==> config.mk <==
export PLATFORM = sky130hd
export DESIGN_NAME = sbc_regs
export DESIGN_NICKNAME = d
export VERILOG_FILES = /design/src/rtl/sbc_pkg.sv /design/src/rtl/sbc_regs.sv
export SDC_FILE = /design/constraint.sdc
export NUM_CORES = 1
export LEC_CHECK = 0
export BUFFER_PORTS_ARGS = -buffer_cell sky130_fd_sc_hd__buf_2
export CAP_MARGIN = 20
export CORE_AREA = 3 3 81 113
export CTS_CLUSTER_DIAMETER = 100
export CTS_CLUSTER_SIZE = 16
export DETAILED_ROUTE_END_ITERATION = 10
export DIE_AREA = 0 0 84 116
export PLACE_DENSITY = 0.79
export SYNTH_ARGS = -nofsm -noshare
export SYNTH_HDL_FRONTEND = slang
export SYNTH_SLANG_ARGS = --single-unit
==> constraint.sdc <==
create_clock -name pclk -period 3.5 [get_ports pclk]
set_input_delay 0.7 -clock pclk [delete_from_list [all_inputs] [get_ports pclk]]
set_output_delay 0.7 -clock pclk [all_outputs]
set_load 0.01 [all_outputs]
==> src/rtl/sbc_pkg.sv <==
// Constants, register map and carrier types for the synthesizer buffer and calibration registers.
// Assumes an APB master on pclk and a reference clock sampled as a plain pin.
package sbc_pkg;

  // Register indices as printed; byte address is four times the index
  localparam logic [7:0] IDX_SWING   = 8'h18;
  localparam logic [7:0] IDX_CURRENT = 8'h19;
  localparam logic [7:0] IDX_BW      = 8'h1a;
  localparam logic [7:0] IDX_CAL     = 8'h1b;
  localparam logic [7:0] IDX_STATUS  = 8'h30;
  localparam logic [9:0] ADDR_SWING   = {IDX_SWING, 2'b00};
  localparam logic [9:0] ADDR_CURRENT = {IDX_CURRENT, 2'b00};
  localparam logic [9:0] ADDR_BW      = {IDX_BW, 2'b00};
  localparam logic [9:0] ADDR_CAL     = {IDX_CAL, 2'b00};
  localparam logic [9:0] ADDR_STATUS  = {IDX_STATUS, 2'b00};

  // Reset values
  localparam logic [1:0] RST_PRE_SWING   = 2'h3;
  localparam logic [2:0] RST_RX_SWING    = 3'h4;
  localparam logic [2:0] RST_TX_SWING    = 3'h1;
  localparam logic [1:0] RST_PRE_CURRENT = 2'h1;
  localparam logic [2:0] RST_RX_CURRENT  = 3'h4;
  localparam logic [2:0] RST_TX_CURRENT  = 3'h5;
  localparam logic [7:0] RST_BW          = 8'h86;
  localparam logic [1:0] RST_CAL_WAIT    = 2'h0;
  localparam logic [2:0] RST_CAL_ITER    = 3'h5;

  // Calibration lengths in reference-clock periods
  localparam int CAL_WAIT_PERIODS0 = 90000;
  localparam int CAL_WAIT_PERIODS1 = 110000;
  localparam int CAL_WAIT_PERIODS2 = 130000;
  localparam int CAL_WAIT_PERIODS3 = 200000;
  localparam int CAL_CNT_W         = 18;

  typedef struct packed {
    logic [1:0] pre;
    logic [2:0] rx;
    logic [2:0] tx;
  } sbc_buffer_type;

  // Control layout: start[7], dual[6], wait[5:4], reserved[3], iteration[2:0]
  typedef struct packed {
    logic       start;
    logic       dual;
    logic [1:0] wait_sel;
    logic       rsvd;
    logic [2:0] iter;
  } sbc_cal_ctrl_type;

  typedef enum logic [1:0] {
    CAL_IDLE,
    CAL_RUN,
    CAL_STORE
  } sbc_cal_state_type;

endpackage

==> src/rtl/sbc_regs.sv <==
// Synthesizer buffer, loop bandwidth and calibration registers with an APB slave and calibration sequencer.
// Assumes APB on pclk, ref_clk_in as an asynchronous pin and freq_select from logic on pclk.
//
// Our own choice: the APB interface to the registers.
`timescale 1ns/1ps
module sbc_regs
  import sbc_pkg::*;
#(
  parameter int CAL_PERIODS0 = CAL_WAIT_PERIODS0,
  parameter int CAL_PERIODS1 = CAL_WAIT_PERIODS1,
  parameter int CAL_PERIODS2 = CAL_WAIT_PERIODS2,
  parameter int CAL_PERIODS3 = CAL_WAIT_PERIODS3
) (
  // Clock and reset
  input  wire logic                 pclk,
  input  wire logic                 presetn,
  // APB slave
  input  wire logic                 psel,
  input  wire logic                 penable,
  input  wire logic                 pwrite,
  input  wire logic [9:0]           paddr,
  input  wire logic [31:0]          pwdata,
  output logic                      pready,
  output logic [31:0]               prdata,
  output logic                      pslverr,
  // Synthesizer side
  input  wire logic                 ref_clk_in,
  input  wire logic                 freq_select,
  output sbc_buffer_type            lo_buffer_swing_ctrl,
  output sbc_buffer_type            lo_buffer_current_ctrl,
  output logic [7:0]                loop_bandwidth_scale,
  output logic [3:0]                calibration_dac_seed,
  output logic                      cal_busy,
  output logic                      store_set_a,
  output logic                      store_set_b
);

  sbc_cal_ctrl_type       cal_ctrl;
  sbc_cal_ctrl_type       next_cal_ctrl;
  sbc_buffer_type         next_swing;
  sbc_buffer_type         next_current;
  logic [7:0]             next_bw;
  logic                   next_pready;
  logic [31:0]            next_prdata;
  logic                   next_pslverr;
  logic                   wr_en;
  logic                   addr_hit;
  logic                   cal_start_req;
  sbc_cal_ctrl_type       wr_ctrl;

  // APB: one wait state, read data and answer registered
  always_comb begin
    addr_hit = (paddr == ADDR_SWING) || (paddr == ADDR_CURRENT) || (paddr == ADDR_BW)
            || (paddr == ADDR_CAL) || (paddr == ADDR_STATUS);
    wr_en        = psel && penable && pready && pwrite && addr_hit;
    next_pready  = psel && penable && !pready;
    next_pslverr = psel && penable && !pready && !addr_hit;
    next_prdata  = 32'h0000_0000;
    if (psel && penable && !pready && !pwrite) begin
      unique case (paddr)
        ADDR_SWING:   next_prdata = {24'h00_0000, lo_buffer_swing_ctrl};
        ADDR_CURRENT: next_prdata = {24'h00_0000, lo_buffer_current_ctrl};
        ADDR_BW:      next_prdata = {24'h00_0000, loop_bandwidth_scale};
        ADDR_CAL:     next_prdata = {24'h00_0000, cal_ctrl};
        ADDR_STATUS:  next_prdata = {31'h0000_0000, cal_busy};
        default:      next_prdata = 32'h0000_0000;
      endcase
    end
  end

  // Register writes
  always_comb begin
    wr_ctrl       = pwdata[7:0];
    next_swing    = lo_buffer_swing_ctrl;
    next_current  = lo_buffer_current_ctrl;
    next_bw       = loop_bandwidth_scale;
    next_cal_ctrl = cal_ctrl;
    cal_start_req = 1'b0;
    if (wr_en && paddr == ADDR_SWING) begin
      next_swing = pwdata[7:0];
    end
    if (wr_en && paddr == ADDR_CURRENT) begin
      next_current = pwdata[7:0];
    end
    if (wr_en && paddr == ADDR_BW) begin
      next_bw = pwdata[7:0];
    end
    if (wr_en && paddr == ADDR_CAL) begin
      next_cal_ctrl      = wr_ctrl;
      next_cal_ctrl.rsvd = 1'b0;
      cal_start_req = wr_ctrl.start && !cal_ctrl.start;
    end
  end

  always_ff @(posedge pclk or negedge presetn) begin
    if (!presetn) begin
      lo_buffer_swing_ctrl   <= '{pre: RST_PRE_SWING, rx: RST_RX_SWING, tx: RST_TX_SWING};
      lo_buffer_current_ctrl <= '{pre: RST_PRE_CURRENT, rx: RST_RX_CURRENT, tx: RST_TX_CURRENT};
      loop_bandwidth_scale   <= RST_BW;
      cal_ctrl               <= '{start: 1'b0, dual: 1'b0, wait_sel: RST_CAL_WAIT, rsvd: 1'b0,
                                  iter: RST_CAL_ITER};
      pready                 <= 1'b0;
      pslverr                <= 1'b0;
      prdata                 <= 32'h0000_0000;
    end else begin
      lo_buffer_swing_ctrl   <= next_swing;
      lo_buffer_current_ctrl <= next_current;
      loop_bandwidth_scale   <= next_bw;
      cal_ctrl               <= next_cal_ctrl;
      pready                 <= next_pready;
      pslverr                <= next_pslverr;
      prdata                 <= next_prdata;
    end
  end

  // Reference clock synchroniser and edge detect
  logic ref_meta;
  logic ref_sync;
  logic ref_prev;
  always_ff @(posedge pclk or negedge presetn) begin
    if (!presetn) begin
      ref_meta <= 1'b0;
      ref_sync <= 1'b0;
      ref_prev <= 1'b0;
    end else begin
      ref_meta <= ref_clk_in;
      ref_sync <= ref_meta;
      ref_prev <= ref_sync;
    end
  end

  // Calibration sequencer
  sbc_cal_state_type       cal_state;
  sbc_cal_state_type       next_cal_state;
  logic [CAL_CNT_W-1:0]    cal_cnt;
  logic [CAL_CNT_W-1:0]    next_cal_cnt;
  logic [CAL_CNT_W-1:0]    cal_limit;
  logic [CAL_CNT_W-1:0]    next_cal_limit;
  logic                    cal_dual;
  logic                    next_cal_dual;
  logic                    cal_fsel;
  logic                    next_cal_fsel;
  logic [3:0]              next_seed;
  logic                    next_busy;
  logic                    next_store_a;
  logic                    next_store_b;
  logic                    ref_tick;

  always_comb begin
    ref_tick       = ref_sync && !ref_prev;
    next_cal_state = cal_state;
    next_cal_cnt   = cal_cnt;
    next_cal_limit = cal_limit;
    next_cal_dual  = cal_dual;
    next_cal_fsel  = cal_fsel;
    next_seed      = calibration_dac_seed;
    next_store_a   = 1'b0;
    next_store_b   = 1'b0;
    unique case (cal_state)
      CAL_IDLE: begin
        if (cal_start_req) begin
          next_cal_state = CAL_RUN;
          next_cal_cnt   = '0;
          next_cal_dual  = wr_ctrl.dual;
          next_cal_fsel  = freq_select;
          next_seed      = {1'b0, wr_ctrl.iter} + 4'h1;
          unique case (wr_ctrl.wait_sel)
            2'h0: next_cal_limit = CAL_CNT_W'(CAL_PERIODS0);
            2'h1: next_cal_limit = CAL_CNT_W'(CAL_PERIODS1);
            2'h2: next_cal_limit = CAL_CNT_W'(CAL_PERIODS2);
            2'h3: next_cal_limit = CAL_CNT_W'(CAL_PERIODS3);
          endcase
        end
      end
      CAL_RUN: begin
        if (ref_tick) begin
          next_cal_cnt = cal_cnt + CAL_CNT_W'(1);
          if (cal_cnt + CAL_CNT_W'(1) >= cal_limit) begin
            next_cal_state = CAL_STORE;
          end
        end
      end
      CAL_STORE: begin
        // store to both or selected set
        next_store_a   = cal_dual || !cal_fsel;
        next_store_b   = cal_dual || cal_fsel;
        next_cal_state = CAL_IDLE;
      end
      // Spare state code falls back to idle
      default: next_cal_state = CAL_IDLE;
    endcase
    next_busy = (next_cal_state != CAL_IDLE);
  end

  always_ff @(posedge pclk or negedge presetn) begin
    if (!presetn) begin
      cal_state            <= CAL_IDLE;
      cal_cnt              <= '0;
      cal_limit            <= '0;
      cal_dual             <= 1'b0;
      cal_fsel             <= 1'b0;
      calibration_dac_seed <= {1'b0, RST_CAL_ITER} + 4'h1;
      cal_busy             <= 1'b0;
      store_set_a          <= 1'b0;
      store_set_b          <= 1'b0;
    end else begin
      cal_state            <= next_cal_state;
      cal_cnt              <= next_cal_cnt;
      cal_limit            <= next_cal_limit;
      cal_dual             <= next_cal_dual;
      cal_fsel             <= next_cal_fsel;
      calibration_dac_seed <= next_seed;
      cal_busy             <= next_busy;
      store_set_a          <= next_store_a;
      store_set_b          <= next_store_b;
    end
  end
endmodule

==> metrics.md <==
| Metric | Value |
|---|---|
| Final ANT Viol Nets | `0` |
| Top-count cell post-synth | `dfrtp_1` |
| Port Buf Inserts | `65` |
| Layout fillers | `666` |
| Final #Nets | `538` |
| Core area | `8250 um^2` |
| CTS Root Cell | `clkbuf_16` |
| Top-area cell type share of the netlist area | `0.382` |
| Gp weighted congestion | `0.882` |
| DRT iter0 DRCs | `155` |
| Netlist cell types | `45` |
| Worst Tran Pin Value | `1060 ps` |
| Deepest clock path buffer count | `2` |
| Clock Latency Late Sink | `340 ps` |
| Final Critical Period | `3020 ps` |
| Fin cells | `573` |
| Crit path DAT | `3220 ps` |
| Status | `completed` |
| Fmax achieved | `0.331 GHz` |
| Vias in the first global route | `3211` |
| PD cells | `449 nW/um^2` |
| Die height | `116 um` |
| Post-CTS resize count | `0` |
| I/O pins | `114` |
| Crit. End Element | `flop` |
| Wire per inst | `16.2 um` |
| Critical path class | `flop to flop` |
| TritonCTS clock tree | `done` |
| Kind of start point of the critical path | `flop` |
| Die ar. | `9740 um^2` |
| H-tree levels | `3` |
| Clk_skew | `4.32 ps` |
| Hpwl dp | `6.56 mm` |
| # DRC | `0` |
| Postcts setup bufs | `0` |
| Hold WC Path Type | `flop to flop` |
| Total congestion overflow | `0` |
| Total leakage power | `2.56 nW` |
| Initial antenna violation count | `0` |
| Yosys reg bits | `81` |
| Via Count | `3181` |
| Dominant cell type by area after synthesis | `dfrtp_1` |
| CP Max Fanout | `6` |
| Cell Area, Synth | `4320 um^2` |
| Share of flip-flops with an asynchronous set or reset | `1.00` |
| Tot Pwr | `2.23 mW` |
| Post-Syn Instances | `400` |
| Max_slew headroom | `0.290` |
| Top cells by area, synth | `dfrtp_1 (38%), dfstp_2 (9.1%), mux2_2 (7.6%), ha_1 (6.7%), buf_4 (4.2%)` |
| Largest net degree at the start of global routing | `82` |
| Starting density of the core | `0.524` |
| Post-Syn Area per Cell | `10.8 um^2` |
| Total CTS buffers | `9` |
| Layout cells sized above 1 | `0.295` |
| RSZ-0062 raised after global routing | `false` |
| Ys Warns | `0` |
| Inserted Diodes | `0` |
| EDFF count, synth | `0` |
| Gr usage total | `0.203` |
| Seq/Total Area, Yosys | `0.474` |
| Required @ worst endpoint | `3700 ps` |
| CTS Hold Bufs | `0` |
| Cell count after placement | `557` |
| Commonest cells in the netlist | `dfrtp_1 (66), nand2_1 (36), mux2_2 (29), buf_4 (24), ha_1 (23)` |
| Post-synth top flop | `dfrtp_1` |
| First-pass GRT wire length | `15.7 mm` |
| Max capacitance violation total | `0` |
| Final setup vio count | `0` |
| VDD IR-drop max | `0.349 mV` |
| Clock sink count | `81` |
| Fin. Hold Viols | `0` |
| Setup TNS | `0 ps` |
| Tcrit/Tclk final | `0.863` |
| Drt first pass iters | `4` |
| Die Wd | `84 um` |
| Routed WL | `9.26 mm` |
| Max Slew Vio Count | `0` |
| Clk pin slew, worst setup/hold paths | `60 ps` |
| Std cell rows | `39` |
| Vias/cell | `5.55` |
| Area delta synth->final | `14.8%` |
## worst paths after layout
| path | start | endpoint | slack (ps) | cells past startpoint |
|---|---|---|---|---|
| min in group asynchronous | presetn | cal_cnt[5]$_DFFE_PN0P_ | 510 | 1 |
| hold reg to reg | ref_meta$_DFF_PN0_ | ref_sync$_DFF_PN0_ | 350 | 0 |
| setup reg to reg | cal_cnt[0]$_DFFE_PN0P_ | cal_state[0]$_DFF_PN0_ | 480 | 11 |
| setup / recovery | cal_cnt[0]$_DFFE_PN0P_ | cal_state[0]$_DFF_PN0_ | 480 | 11 |
| max in group asynchronous | presetn | loop_bandwidth_scale[0]$_DFFE_PN0P_ | 2350 | 1 |
| hold / removal | ref_meta$_DFF_PN0_ | ref_sync$_DFF_PN0_ | 350 | 0 |
## power by group
group	internal (mW)	total (mW)	leakage, nW	switching [mW]
Clock	0.569	0.947	0.142	0.378
Combinational	0.104	0.253	1.40	0.149
Sequential	0.973	1.03	1.02	0.0545
## cell type report
type / count / area, um^2 / share of cell area
clock buffer: 11 / 243 / 0.0489
timing repair buffer: 69 / 358 / 0.0721
clock inverter: 5 / 55.1 / 0.0111
inverter: 15 / 56.3 / 0.0114
tap: 102 / 128 / 0.0257
sequential: 81 / 2050 / 0.412
multi-input combinational: 290 / 2070 / 0.418
## registers in the layout, indices dropped and copies added, names as in the netlist, 2 cells and up
register	flops
loop_bandwidth_scale	8
cal_limit	8
lo_buffer_current_ctrl	8
cal_ctrl	7
lo_buffer_swing_ctrl	8
calibration_dac_seed	4
cal_cnt	18
prdata	8
cal_state	2
## through the flow
step | area [um^2] | hold slack, ps | util | setup WS [ps]
floorplan | 4410 | 331 | - | 779
global placement | 4660 | 336 | 0.565 | 497
detailed placement | 4660 | 336 | 0.565 | 513
CTS | 4960 | 350 | 0.601 | 443
global route | 4960 | 381 | 0.601 | 161
finish | 4960 | 352 | 0.601 | 479
## critical path, cell delays in order (launching register included)
cell and delay (ps):
dfrtp_1 430, ha_1 260, nand3_1 220, nor4_1 240, buf_4 190, nand3_1 140
xnor2_1 170, ha_1 290, and4_1 190, nand2_1 60, o311ai_0 540, o211ai_1 150
## cells by family after synthesis
kind of cell / count (synthesis) / synth area share
adders and majority gates: 23 / 0.0666
xor gates and xnor gates: 15 / 0.0304
AOI/OAI and AO/OA: 55 / 0.0805
buffers and inverters: 52 / 0.0663
other: 1 / 0.000868
muxes: 39 / 0.119
and+or+nand+nor: 134 / 0.163
DFF: 81 / 0.474
## metal layers
layer  vias up  track usage  part of all wire
met1      1563        0.242              0.41
met4         0       0.0708             0.015
met5         -            0                 0
li1       1509            -                 -
met3        13       0.0491             0.051
met2        96        0.361              0.52
## cells in the final DEF, fill, tap and decap left out, types with 2 or more instances in the layout
| cell type | synthesis | layout |
|---|---|---|
| nand3_1 | 17 | 17 |
| a31oi_1 | 3 | 3 |
| clkinvlp_4 | 0 | 2 |
| mux2_2 | 29 | 29 |
| nor2_1 | 17 | 17 |
| and4_1 | 2 | 2 |
| dfrtp_1 | 66 | 66 |
| or2_2 | 3 | 3 |
| buf_2 | 1 | 64 |
| buf_4 | 24 | 5 |
| clkinv_2 | 0 | 2 |
| mux4_2 | 7 | 7 |
| clkbuf_16 | 0 | 9 |
| xor2_1 | 4 | 4 |
| dfstp_2 | 15 | 15 |
| o21ai_0 | 20 | 20 |
| conb_1 | 1 | 24 |
| inv_1 | 15 | 15 |
| a21oi_1 | 13 | 13 |
| and3_1 | 17 | 17 |
| nor3_1 | 11 | 11 |
| nand4_1 | 5 | 5 |
| a211o_1 | 8 | 8 |
| xnor2_1 | 11 | 11 |
| nor4b_1 | 3 | 3 |
| nand2b_1 | 5 | 5 |
| and2_1 | 5 | 5 |
| nor4_1 | 4 | 4 |
| ha_1 | 23 | 23 |
| nor2b_1 | 5 | 5 |
| nand2_1 | 36 | 36 |
| mux2i_1 | 3 | 3 |
Note: power is estimated with default switching activity, not from simulation.
